$ cat src/radio_interrupt_params.svh
`ifndef RADIO_INTERRUPT_PARAMS_SVH
`define RADIO_INTERRUPT_PARAMS_SVH

// ==========================================================================
// Register offsets
`define ADDR_TRANSCEIVER_CONTROL_ONE 8'h04
`define ADDR_INTERRUPT_ENABLE_MASK   8'h0E
`define ADDR_INTERRUPT_FLAGS         8'h0F

// ==========================================================================
// Reset values and fixed constants
`define RESET_INTERRUPT_ENABLE_MASK  8'h00
`define RESET_INTERRUPT_FLAGS        8'h00
`define RESET_CONTROL_ONE            8'h00
`define READ_UNMAPPED_VALUE          8'h00
`define ALL_EVENTS_RECORDED          8'hFF

// ==========================================================================
// Control register field positions
`define CTRL_POLARITY_BIT            0
`define CTRL_VISIBILITY_BIT          1

// ==========================================================================
// Flag bit positions
`define FLAG_LOCK                    0
`define FLAG_UNLOCK                  1
`define FLAG_RECEPTION_START         2
`define FLAG_FRAME_COMPLETE          3
`define FLAG_WAKE_OR_MEASURE         4
`define FLAG_ADDRESS_MATCH           5
`define FLAG_BUFFER_VIOLATION        6
`define FLAG_SUPPLY_LOW              7

`endif

$ cat src/radio_interrupt_pkg.sv
`default_nettype none

package radio_interrupt_pkg;

	typedef logic [7:0] reg_byte_type;

	typedef enum logic [2:0] {
		PA_IDLE = 3'b001,
		PA_TX   = 3'b010,
		PA_CUT  = 3'b100
	} pa_state_type;

endpackage

`default_nettype wire

$ cat src/radio_interrupt_logic.sv
// Overview of operation
// - Ten events feed eight flags; two pairs share one each.
// - Mask register at 0x0E enables each event.
// - Enabled pending flags OR onto one pin.
// - Status read at 0x0F clears flags and pin.
// - Flags stay set until a read, a register clear or the cross-clear below clears them.
// - Lock and unlock events clear each other's flag.
// - Fixed flag bit assignment, supply low on top.
// - Frame end set on receive or transmit completion.
// - Reception start flag set on payload start.
// - Unlock while transmitting switches amplifier off.
// - Shared flag: wake complete or measurement done.
// - Visibility off: only unmasked events recorded.
// - Visibility on: all recorded, pin masked still.
// - Pin active high, polarity bit inverts it.
// - Mask resets to zero, accepts any value.
// - Control bit 0 at 0x04 selects polarity.
// - Control bit 1 at 0x04 enables visibility.
`timescale 1ns/1ps
`default_nettype none
`include "radio_interrupt_params.svh"

module radio_interrupt_logic (
	input  wire logic       clk_in,
	input  wire logic       rst_n_in,
	input  wire logic       reg_clear_in,
	input  wire logic [7:0] reg_addr_in,
	input  wire logic       reg_wr_in,
	input  wire logic       reg_rd_in,
	input  wire logic [7:0] reg_wdata_in,
	output var  logic [7:0] reg_rdata_out,
	output var  logic       reg_rvalid_out,
	input  wire logic       supply_low_event_in,
	input  wire logic       buffer_access_violation_in,
	input  wire logic       address_match_event_in,
	input  wire logic       wake_complete_in,
	input  wire logic       channel_measurement_done_in,
	input  wire logic       frame_complete_rx_in,
	input  wire logic       frame_complete_tx_in,
	input  wire logic       reception_start_in,
	input  wire logic       pll_unlock_in,
	input  wire logic       pll_lock_in,
	input  wire logic       tx_busy_in,
	output var  logic       irq_out,
	output var  logic       pa_off_out
);

	// ======================================================================
	// Declarations
	radio_interrupt_pkg::reg_byte_type interrupt_enable_mask_q;
	radio_interrupt_pkg::reg_byte_type interrupt_enable_mask_d;
	logic                              active_low_q;
	logic                              active_low_d;
	logic                              visibility_q;
	logic                              visibility_d;
	radio_interrupt_pkg::reg_byte_type event_vec;
	radio_interrupt_pkg::reg_byte_type record_vec;
	radio_interrupt_pkg::reg_byte_type flags_d;
	radio_interrupt_pkg::reg_byte_type flags_q;
	logic                              status_read;
	radio_interrupt_pkg::reg_byte_type reg_rdata_q;
	logic                              reg_rvalid_q;
	radio_interrupt_pkg::pa_state_type pa_state_q;
	radio_interrupt_pkg::pa_state_type pa_state_d;
	logic                              pa_off_q;

	// ======================================================================
	// Read decode
	function automatic radio_interrupt_pkg::reg_byte_type read_mux(
		input logic [7:0]                        addr,
		input radio_interrupt_pkg::reg_byte_type mask,
		input logic                              low,
		input logic                              vis,
		input radio_interrupt_pkg::reg_byte_type flags
	);
		radio_interrupt_pkg::reg_byte_type ctrl;
		ctrl = `RESET_CONTROL_ONE;
		ctrl[`CTRL_POLARITY_BIT]   = low;
		ctrl[`CTRL_VISIBILITY_BIT] = vis;
		if (addr == `ADDR_TRANSCEIVER_CONTROL_ONE) begin
			read_mux = ctrl;
		end else if (addr == `ADDR_INTERRUPT_ENABLE_MASK) begin
			read_mux = mask;
		end else if (addr == `ADDR_INTERRUPT_FLAGS) begin
			read_mux = flags;
		end else begin
			read_mux = `READ_UNMAPPED_VALUE;
		end
	endfunction

	// ======================================================================
	// Event collection
	always_comb begin
		event_vec                          = 8'h00;
		event_vec[`FLAG_SUPPLY_LOW]        = supply_low_event_in;
		event_vec[`FLAG_BUFFER_VIOLATION]  = buffer_access_violation_in;
		event_vec[`FLAG_ADDRESS_MATCH]     = address_match_event_in;
		event_vec[`FLAG_WAKE_OR_MEASURE]   = wake_complete_in | channel_measurement_done_in;
		event_vec[`FLAG_FRAME_COMPLETE]    = frame_complete_rx_in | frame_complete_tx_in;
		event_vec[`FLAG_RECEPTION_START]   = reception_start_in;
		event_vec[`FLAG_UNLOCK]            = pll_unlock_in;
		event_vec[`FLAG_LOCK]              = pll_lock_in;
	end

	always_comb begin
		if (visibility_q) begin
			record_vec = `ALL_EVENTS_RECORDED;
		end else begin
			record_vec = interrupt_enable_mask_q;
		end
	end

	// A status read clears only when it is the status address being read.
	always_comb begin
		status_read = reg_rd_in && (reg_addr_in == `ADDR_INTERRUPT_FLAGS);
	end

	// ======================================================================
	// Writable registers
	always_comb begin
		interrupt_enable_mask_d = interrupt_enable_mask_q;
		active_low_d            = active_low_q;
		visibility_d            = visibility_q;
		if (reg_clear_in) begin
			interrupt_enable_mask_d = `RESET_INTERRUPT_ENABLE_MASK;
			active_low_d            = 1'b0;
			visibility_d            = 1'b0;
		end else if (reg_wr_in && (reg_addr_in == `ADDR_INTERRUPT_ENABLE_MASK)) begin
			interrupt_enable_mask_d = reg_wdata_in;
		end else if (reg_wr_in && (reg_addr_in == `ADDR_TRANSCEIVER_CONTROL_ONE)) begin
			active_low_d = reg_wdata_in[`CTRL_POLARITY_BIT];
			visibility_d = reg_wdata_in[`CTRL_VISIBILITY_BIT];
		end
	end

	always_ff @(posedge clk_in or negedge rst_n_in) begin
		if (!rst_n_in) begin
			interrupt_enable_mask_q <= `RESET_INTERRUPT_ENABLE_MASK;
		end else begin
			interrupt_enable_mask_q <= interrupt_enable_mask_d;
		end
	end

	always_ff @(posedge clk_in or negedge rst_n_in) begin
		if (!rst_n_in) begin
			active_low_q <= 1'b0;
			visibility_q <= 1'b0;
		end else begin
			active_low_q <= active_low_d;
			visibility_q <= visibility_d;
		end
	end

	// ======================================================================
	// Read data
	// The status value is captured before the clear lands on the same edge.
	always_ff @(posedge clk_in or negedge rst_n_in) begin
		if (!rst_n_in) begin
			reg_rdata_q  <= `READ_UNMAPPED_VALUE;
			reg_rvalid_q <= 1'b0;
		end else begin
			reg_rvalid_q <= reg_rd_in;
			if (reg_rd_in) begin
				reg_rdata_q <= read_mux(reg_addr_in, interrupt_enable_mask_q, active_low_q, visibility_q, flags_q);
			end
		end
	end

	// ======================================================================
	// Flags and pin
	event_flag_bank u_flags (
		.clk_in        (clk_in),
		.rst_n_in      (rst_n_in),
		.clear_all_in  (reg_clear_in),
		.read_clear_in (status_read),
		.event_in      (event_vec),
		.record_in     (record_vec),
		.flags_d_out   (flags_d),
		.flags_q_out   (flags_q)
	);

	irq_pin_driver u_pin (
		.clk_in          (clk_in),
		.rst_n_in        (rst_n_in),
		.flags_d_in      (flags_d),
		.mask_d_in       (interrupt_enable_mask_d),
		.active_low_d_in (active_low_d),
		.irq_out         (irq_out)
	);

	// ======================================================================
	// Amplifier cut-off
	// The cut-off holds until the transmit state is left, so a relock mid-frame
	// cannot switch the amplifier back on with a corrupted carrier.
	always_comb begin
		pa_state_d = pa_state_q;
		case (pa_state_q)
			radio_interrupt_pkg::PA_IDLE: begin
				if (tx_busy_in && pll_unlock_in) begin
					pa_state_d = radio_interrupt_pkg::PA_CUT;
				end else if (tx_busy_in) begin
					pa_state_d = radio_interrupt_pkg::PA_TX;
				end
			end
			radio_interrupt_pkg::PA_TX: begin
				if (tx_busy_in && pll_unlock_in) begin
					pa_state_d = radio_interrupt_pkg::PA_CUT;
				end else if (!tx_busy_in) begin
					pa_state_d = radio_interrupt_pkg::PA_IDLE;
				end
			end
			radio_interrupt_pkg::PA_CUT: begin
				if (!tx_busy_in) begin
					pa_state_d = radio_interrupt_pkg::PA_IDLE;
				end
			end
			default: begin
				pa_state_d = radio_interrupt_pkg::PA_IDLE;
			end
		endcase
	end

	always_ff @(posedge clk_in or negedge rst_n_in) begin
		if (!rst_n_in) begin
			pa_state_q <= radio_interrupt_pkg::PA_IDLE;
			pa_off_q   <= 1'b0;
		end else begin
			pa_state_q <= pa_state_d;
			pa_off_q   <= (pa_state_d == radio_interrupt_pkg::PA_CUT);
		end
	end

	assign reg_rdata_out  = reg_rdata_q;
	assign reg_rvalid_out = reg_rvalid_q;
	assign pa_off_out     = pa_off_q;

endmodule

`default_nettype wire

$ cat src/event_flag_bank.sv
`timescale 1ns/1ps
`default_nettype none
`include "radio_interrupt_params.svh"

module event_flag_bank (
	input  wire logic                              clk_in,
	input  wire logic                              rst_n_in,
	input  wire logic                              clear_all_in,
	input  wire logic                              read_clear_in,
	input  wire radio_interrupt_pkg::reg_byte_type event_in,
	input  wire radio_interrupt_pkg::reg_byte_type record_in,
	output var  radio_interrupt_pkg::reg_byte_type flags_d_out,
	output var  radio_interrupt_pkg::reg_byte_type flags_q_out
);

	radio_interrupt_pkg::reg_byte_type flags_q;
	radio_interrupt_pkg::reg_byte_type flags_d;
	radio_interrupt_pkg::reg_byte_type recorded;

	// ======================================================================
	// Next flag value
	always_comb begin
		recorded = event_in & record_in;
		flags_d  = flags_q;
		if (read_clear_in) begin
			flags_d = `RESET_INTERRUPT_FLAGS;
		end
		// A lock and an unlock each wipe the other's stale flag.
		if (event_in[`FLAG_LOCK]) begin
			flags_d[`FLAG_UNLOCK] = 1'b0;
		end
		if (event_in[`FLAG_UNLOCK]) begin
			flags_d[`FLAG_LOCK] = 1'b0;
		end
		// Setting comes after the read clear so a new event survives a clearing read.
		flags_d = flags_d | recorded;
		if (clear_all_in) begin
			flags_d = `RESET_INTERRUPT_FLAGS;
		end
	end

	always_ff @(posedge clk_in or negedge rst_n_in) begin
		if (!rst_n_in) begin
			flags_q <= `RESET_INTERRUPT_FLAGS;
		end else begin
			flags_q <= flags_d;
		end
	end

	assign flags_d_out = flags_d;
	assign flags_q_out = flags_q;

endmodule

`default_nettype wire

$ cat src/irq_pin_driver.sv
`timescale 1ns/1ps
`default_nettype none
`include "radio_interrupt_params.svh"

module irq_pin_driver (
	input  wire logic                              clk_in,
	input  wire logic                              rst_n_in,
	input  wire radio_interrupt_pkg::reg_byte_type flags_d_in,
	input  wire radio_interrupt_pkg::reg_byte_type mask_d_in,
	input  wire logic                              active_low_d_in,
	output var  logic                              irq_out
);

	logic request;
	logic irq_q;

	// ======================================================================
	// Pin level
	// Fed from next-state values so the pin moves on the same edge as the flags.
	always_comb begin
		request = |(flags_d_in & mask_d_in);
	end

	always_ff @(posedge clk_in or negedge rst_n_in) begin
		if (!rst_n_in) begin
			irq_q <= 1'b0;
		end else begin
			irq_q <= request ^ active_low_d_in;
		end
	end

	assign irq_out = irq_q;

endmodule

`default_nettype wire

$ cat config.mk
export PLATFORM = sky130hd
export DESIGN_NAME = radio_interrupt_logic
export DESIGN_NICKNAME = d
export VERILOG_FILES = /design/src/radio_interrupt_pkg.sv /design/src/radio_interrupt_logic.sv /design/src/event_flag_bank.sv /design/src/irq_pin_driver.sv
export VERILOG_INCLUDE_DIRS = /design/src
export SDC_FILE = /design/constraint.sdc
export NUM_CORES = 1
export LEC_CHECK = 0
export CORE_MARGIN = 1
export CORE_UTILIZATION = 35
export CTS_CLUSTER_DIAMETER = 120
export CTS_CLUSTER_SIZE = 14
export DETAILED_ROUTE_END_ITERATION = 12
export DONT_BUFFER_PORTS = 1
export MAX_ROUTING_LAYER = met4
export PLACE_DENSITY = 0.51
export SYNTH_ARGS = -nofsm -noshare
export SYNTH_HDL_FRONTEND = slang
export SYNTH_SLANG_ARGS = --single-unit
$ cat constraint.sdc
create_clock -name clk_in -period 2.2 [get_ports clk_in]
set_input_delay 0.11 -clock clk_in [delete_from_list [all_inputs] [get_ports clk_in]]
set_output_delay 0.11 -clock clk_in [all_outputs]
set_load 0.01 [all_outputs]
Word-level counts from Yosys, hierarchy flattened
Cells that the tools add are included.
- register bits after elaboration: 32
- output and inout bits: 11
- word-level logic and storage cells: 51
- equal/unequal tests: 8
- multiplexer cells: 21
- bitwise operators: 6
- reduce and logical (&&, ||, !) cells: 7
- operators with widths (operator ; number):
    2-to-1 mux 8 bit ; 8
    bitwise AND 8 bit ; 2
    equality test 8 x 4 -> 1 bit (second input constant) ; 2
    2-to-1 mux 3 bit ; 4
    one-hot mux 3 bit (3 select lines) ; 1
    equality test 8 x 3 -> 1 bit (second input constant) ; 1
    2-to-1 mux 1 bit ; 8
    bitwise OR 8 bit ; 1
    OR reduction 8 bit ; 1
    equality test 3 bit (second input constant) ; 2
    logical AND 1 bit ; 4
    equality test 3 x 1 -> 1 bit (second input constant) ; 1
    equality test 3 x 2 -> 1 bit (second input constant) ; 1
    inequality test 2 bit (second input constant) ; 1
    bitwise OR 1 bit ; 2
    AND reduction 2 bit ; 1
    nonzero test 2 bit ; 1
    bitwise XOR 1 bit ; 1

Depth between registers and ports, before layout
- depth in word-level cells: 9
- gate-level depth with buffers: 8
- mapped depth without buffers: 6

Cells and area by module
Synthesis repeated with hierarchy kept, for this count alone.
- cell total of the unflattened synthesis: 154
- area total of the unflattened synthesis: 1669.1 µm²
- modules (own cells, without submodules) (module ; times used ; cells an instance ; area each (µm²)):
    radio_interrupt_logic ; 1 ; 114 ; 1249.9
    event_flag_bank ; 1 ; 33 ; 344.1
    irq_pin_driver ; 1 ; 7 ; 75.1

Least setup slack after synthesis
No wires, ideal clock.
- kind: input -> register
- from: input reg_addr_in[7]
- to: register u_pin.irq_q, in the netlist u_pin.irq_out
- arrival time: 1403 ps
- data required time: 2075 ps
- slack: 671 ps
- cell stages on the path: 6
- buffers on the path: 0
- cells stage by stage: nor4_4 -> nand4_1 -> a31o_1 -> a22oi_1 -> nand4_1 -> xor2_1
- longest elaborated chain between the ends: 9
- elaborated cells between the ends (all ways): 19
- classes of those cells: eq/ne (3); mux (9); bitwise (3); reduce/logical (4)
- ends and longest elaborated chain (element ; RTL line ; source):
    start: declaration ; radio_interrupt_logic.sv:27 ; input wire logic [7:0] reg_addr_in,
    equality test 8 x 4 -> 1 bit (no line) ; -- ;
    logical AND 1 bit ; radio_interrupt_logic.sv:115 ; status_read = reg_rd_in && (reg_addr_in == `ADDR_INTERRUPT_FLAGS);
    2-to-1 mux 8 bit ; event_flag_bank.sv:25 ; if (read_clear_in) begin
    2-to-1 mux 1 bit (on tied branches) ; event_flag_bank.sv:32, event_flag_bank.sv:29 ;
    bitwise OR 8 bit ; event_flag_bank.sv:36 ; flags_d = flags_d | recorded;
    2-to-1 mux 8 bit ; event_flag_bank.sv:37 ; if (clear_all_in) begin
    bitwise AND 8 bit ; irq_pin_driver.sv:21 ; request = |(flags_d_in & mask_d_in);
    OR reduction 8 bit ; irq_pin_driver.sv:21 ;
    bitwise XOR 1 bit * ; irq_pin_driver.sv:28 ; irq_q <= request ^ active_low_d_in;
    end signal: assignment ; irq_pin_driver.sv:28 ;
    end: declaration ; irq_pin_driver.sv:15 ; logic irq_q;
Every way passes the cells marked *; elsewhere a longest branch is shown, timed or not.
A chain may end at the register's enable or synchronous reset.

Worst setup path in the final report
- from: input reg_addr_in[7]
- to: register u_pin.irq_q, in the netlist u_pin.irq_out
- elaborated cells between the ends (all ways): 19
- classes of those cells: eq/ne (3); mux (9); bitwise (3); reduce/logical (4)
- RTL lines (element ; RTL line ; source):
    equality test 8 x 4 -> 1 bit (no line) ; -- ;
    logical AND 1 bit ; radio_interrupt_logic.sv:128 ; end else if (reg_wr_in && (reg_addr_in == `ADDR_INTERRUPT_ENABLE_MASK)) begin
    2-to-1 mux 8 bit ; radio_interrupt_logic.sv:128 ;
    2-to-1 mux 8 bit ; radio_interrupt_logic.sv:124 ; if (reg_clear_in) begin
    via interrupt_enable_mask_d[4] ; radio_interrupt_logic.sv:51 ; radio_interrupt_pkg::reg_byte_type interrupt_enable_mask_d;
    bitwise AND 8 bit ; irq_pin_driver.sv:21 ;
    OR reduction 8 bit ; irq_pin_driver.sv:21 ;
    bitwise XOR 1 bit ; irq_pin_driver.sv:28 ;
The timed path passes the listed nets, and every way through them passes these cells.

==> summary.txt <==
Outcome
  – Status: complete, no violations

Final layout
  – Fraction of layout cells with a size suffix above 1: 7.64%
  – P&R area growth vs syn: 13.3%
  – Post-Route Utilization: 41.2%
  – Layout fillers: 429
  – N_diodes: 0
  – Net count, final: 188
  – Layout Cells excl Fill: 209
  – Fin area: 1780 sq um

Power
  – Maximum VDD drop: 0.237 mV
  – Flop pwr share: 52.1%
  – Switching part of the total: 21.5%
  – Internal power: 0.928 mW
  – Net Switching: 0.255 mW
  – P per Cell Area: 663 nW/um^2
  – LEAKAGE: 0.796 nW
  – Clk pwr share: 41.2%
  – Combinational power share: 6.7%

Clocking
  – Clock transition at path regs: 0.07 ns
  – Clk_lat worst skew: 0.28 ns
  – Num Clock Sinks: 32
  – Total CTS buffers: 5
  – CTS tree: yes
  – H-Tree Depth: 2
  – Max Buffers Root-to-Sink: 2
  – CTS root buffer: clkbuf_8

Floorplan
  – Row cnt: 24
  – Die X-Extent: 69.1 um
  – Die area: 4770 sq um
  – Core area: 4320 sq um
  – Starting Density: 36.4%
  – Die Y: 69.1 um
  – I/O pins: 43

Synth
  – Sequential area share after synthesis: 51.0%
  – Syn_nets: 180
  – Yosys reg bits: 32
  – Synth warn: 0
  – Async S/R FF share, synth: 100%
  – Biggest area consumer among synthesized cells: dfrtp_1
  – Avg Synthesized Cell Area: 10.6 sq um
  – Mapped Area: 1570 sq um
  – Number of flops mapped to enable cells by yosys: 0
  – Yosys top cell area share: 49.3%
  – Post-synth top flop: dfrtp_1
  – Mapped Cells: 148
  – Synth area leaders: dfrtp_1, mux2i_1, nand2b_1
  – Netlist cell types: 29

STA
  – Fin Setup TNS: 0 ns
  – Slew headroom: 67.1%
  – Worst Skew: 0.00516 ns
  – Final Critical Period: 1.56 ns
  – Period utilization: 71.1%
  – RSZ-0062 raised after global routing: no
  – Final max-slew violation count: 0
  – Final Hold Viols: 0
  – Least-Margin Pin Slew: 0.492 ns
  – Fmax: 639 MHz
  – Endpoints failing setup: 0

Setup path
  – CP Launch Point: reg_addr_in[7]
  – Worst Path Arrival: 1.72 ns
  – CP max stage cell: and4_1
  – Crit-path max cell delay: 0.57 ns
  – Crit Path Max Fanout: 8
  – Critical path class: in2reg
  – Critical Path End Type: flop
  – Crit-path cells: nor4_4 > and4_1 > mux2i_1 > a22oi_1 > nand4_1 > xor2_1
  – Crit Reg-Reg Startpoint: visibility_q
  – Startpoint types: input port
  – Worst Path Required: 2.36 ns

Global routing
  – Largest net degree at the start of global routing: 33
  – Initial antenna violation count: 0
  – Global-route wire length before repair: 5950 um
  – Total track usage: 16.9%
  – GR Overflow Total: 0
  – Vias in the first global route: 1163

Drt
  – Via count: 1084
  – DR DRC count: 0
  – Post-route ant nets: 0
  – Vias per cell: 5.19
  – DRT iter0 DRCs: 60
  – DR pass1 iterations: 4
  – Routed wire length: 3600 um
  – Routed len/inst: 17.2 um

Hold path
  – Hold Crit Start: reg_wdata_in[2]
  – Class of the worst hold path: in2reg

Placement
  – Placed Area: 1610 sq um
  – Placed cell count: 195
  – GPL Wtd Cong: 0.857
  – # port buffers: 0
  – HPWL Detailed: 2520 um

Run
  – Max-cap violations: 0
worst max-delay path: cells and delay by family:
| kind | cells | cell delay (ns) |
|---|---|---|
| xor gates and xnor gates | 1 | 0.16 |
| and+or+nand+nor | 3 | 1.05 |
| muxes | 1 | 0.17 |
| AOI/OAI and AO/OA | 1 | 0.23 |
layout by cell type (no fill, tap or decap):
cell / instances
dfrtp_1: 31
mux2i_1: 16
nor2_1: 14
nand2b_1: 13
nor2b_1: 11
inv_1: 10
o22ai_1: 8
clkbuf_8: 7
a22oi_1: 6
o21ai_0: 5
dlygate4sd3_1: 5
nand4_1: 4
a21bo_1: 4
a21oi_1: 3
and3_1: 2
o2bb2ai_1: 2
a31o_1: 2
or2b_1: 2
nor4_4: 1
xnor2_1: 1
nor3b_1: 1
and2_1: 1
and4_1: 1
or2b_2: 1
xor2_1: 1
nand3_1: 1
clkbuf_1: 1
buf_12: 1
dfstp_2: 1
buf_4: 1
repair_timing:
item,CTS,global route
buffers inserted,0,0
resized for setup,0,0
hold buffers,6,0
hold endpoints to repair,55,0
per-stage QoR:
step,power (mW),worst slack (ns),hold WS (ns)
final,1.18,0.635,0.0142
after global routing,1.24,0.500,0.00403
after CTS,1.21,0.626,0.00401
after detailed placement,0.678,0.320,-0.185
after global placement,0.674,0.384,-0.185
after floorplan,0.677,0.671,-0.186
cells by family (layout without fill, tap and decap cells):
group	count (synthesis)	in the layout	share of synthesized area, %
simple gates	52	52	19.9
flops	32	32	51.0
compound gates	30	30	13.4
mux	16	16	10.2
buf+inv	16	25	4.53
xor+xnor	2	2	1.11
synth_stat cells (3+ instances only):
master	n
nand4_1	4
clkbuf_1	3
dfrtp_1	31
nor2_1	14
inv_1	10
a21bo_1	4
a22oi_1	6
a21oi_1	3
nor2b_1	11
o22ai_1	8
o21ai_0	5
mux2i_1	16
nand2b_1	13
cell type report:
class	count	area, sq um	share of cell area, %
flip-flops and latches	32	802	45.0
multi-input cells	100	701	39.3
well taps	52	65.1	3.65
clock buffers	8	100	5.61
repair buffers	7	77.6	4.35
inverters	10	37.5	2.11
flip-flops by register name (all words and copies together) (netlist names):
signal and cells:
pa_state_q 3, reg_rvalid_out 1, pa_off_out 1, reg_rdata_out 8, u_flags.flags_q_out 8, visibility_q 1, interrupt_enable_mask_q 8, active_low_q 1
u_pin.irq_out 1
power groups by stage:
stage | registers (mW) | clock network [mW] | logic (mW)
2_1_floorplan | 0.626 | 0 | 0.0517
3_3_place_gp | 0.627 | 0 | 0.0473
3_5_place_dp | 0.628 | 0 | 0.0502
4_1_cts | 0.617 | 0.508 | 0.0801
5_1_grt | 0.619 | 0.535 | 0.0882
6_report | 0.617 | 0.487 | 0.0788
path summary, 6_finish.rpt:
kind	to	slack [ns]	cells after the start
max reg2reg	u_pin.irq_out	0.66	5
min	interrupt_enable_mask_q[2]	0.01	2
min reg2reg	reg_rdata_out[5]	0.56	2
max in group asynchronous	pa_state_q[0]	1.68	2
min in group asynchronous	reg_rdata_out[1]	0.28	2
max	u_pin.irq_out	0.64	6
per-layer routing:
metal / share of wire, % / global-route usage, %
met1: 44 / 21.2
met2: 50 / 26.2
met3: 5.4 / 5.12
met4: 0.72 / 5.44
met5: 0 / -
Power figures use the tool's default switching activity.
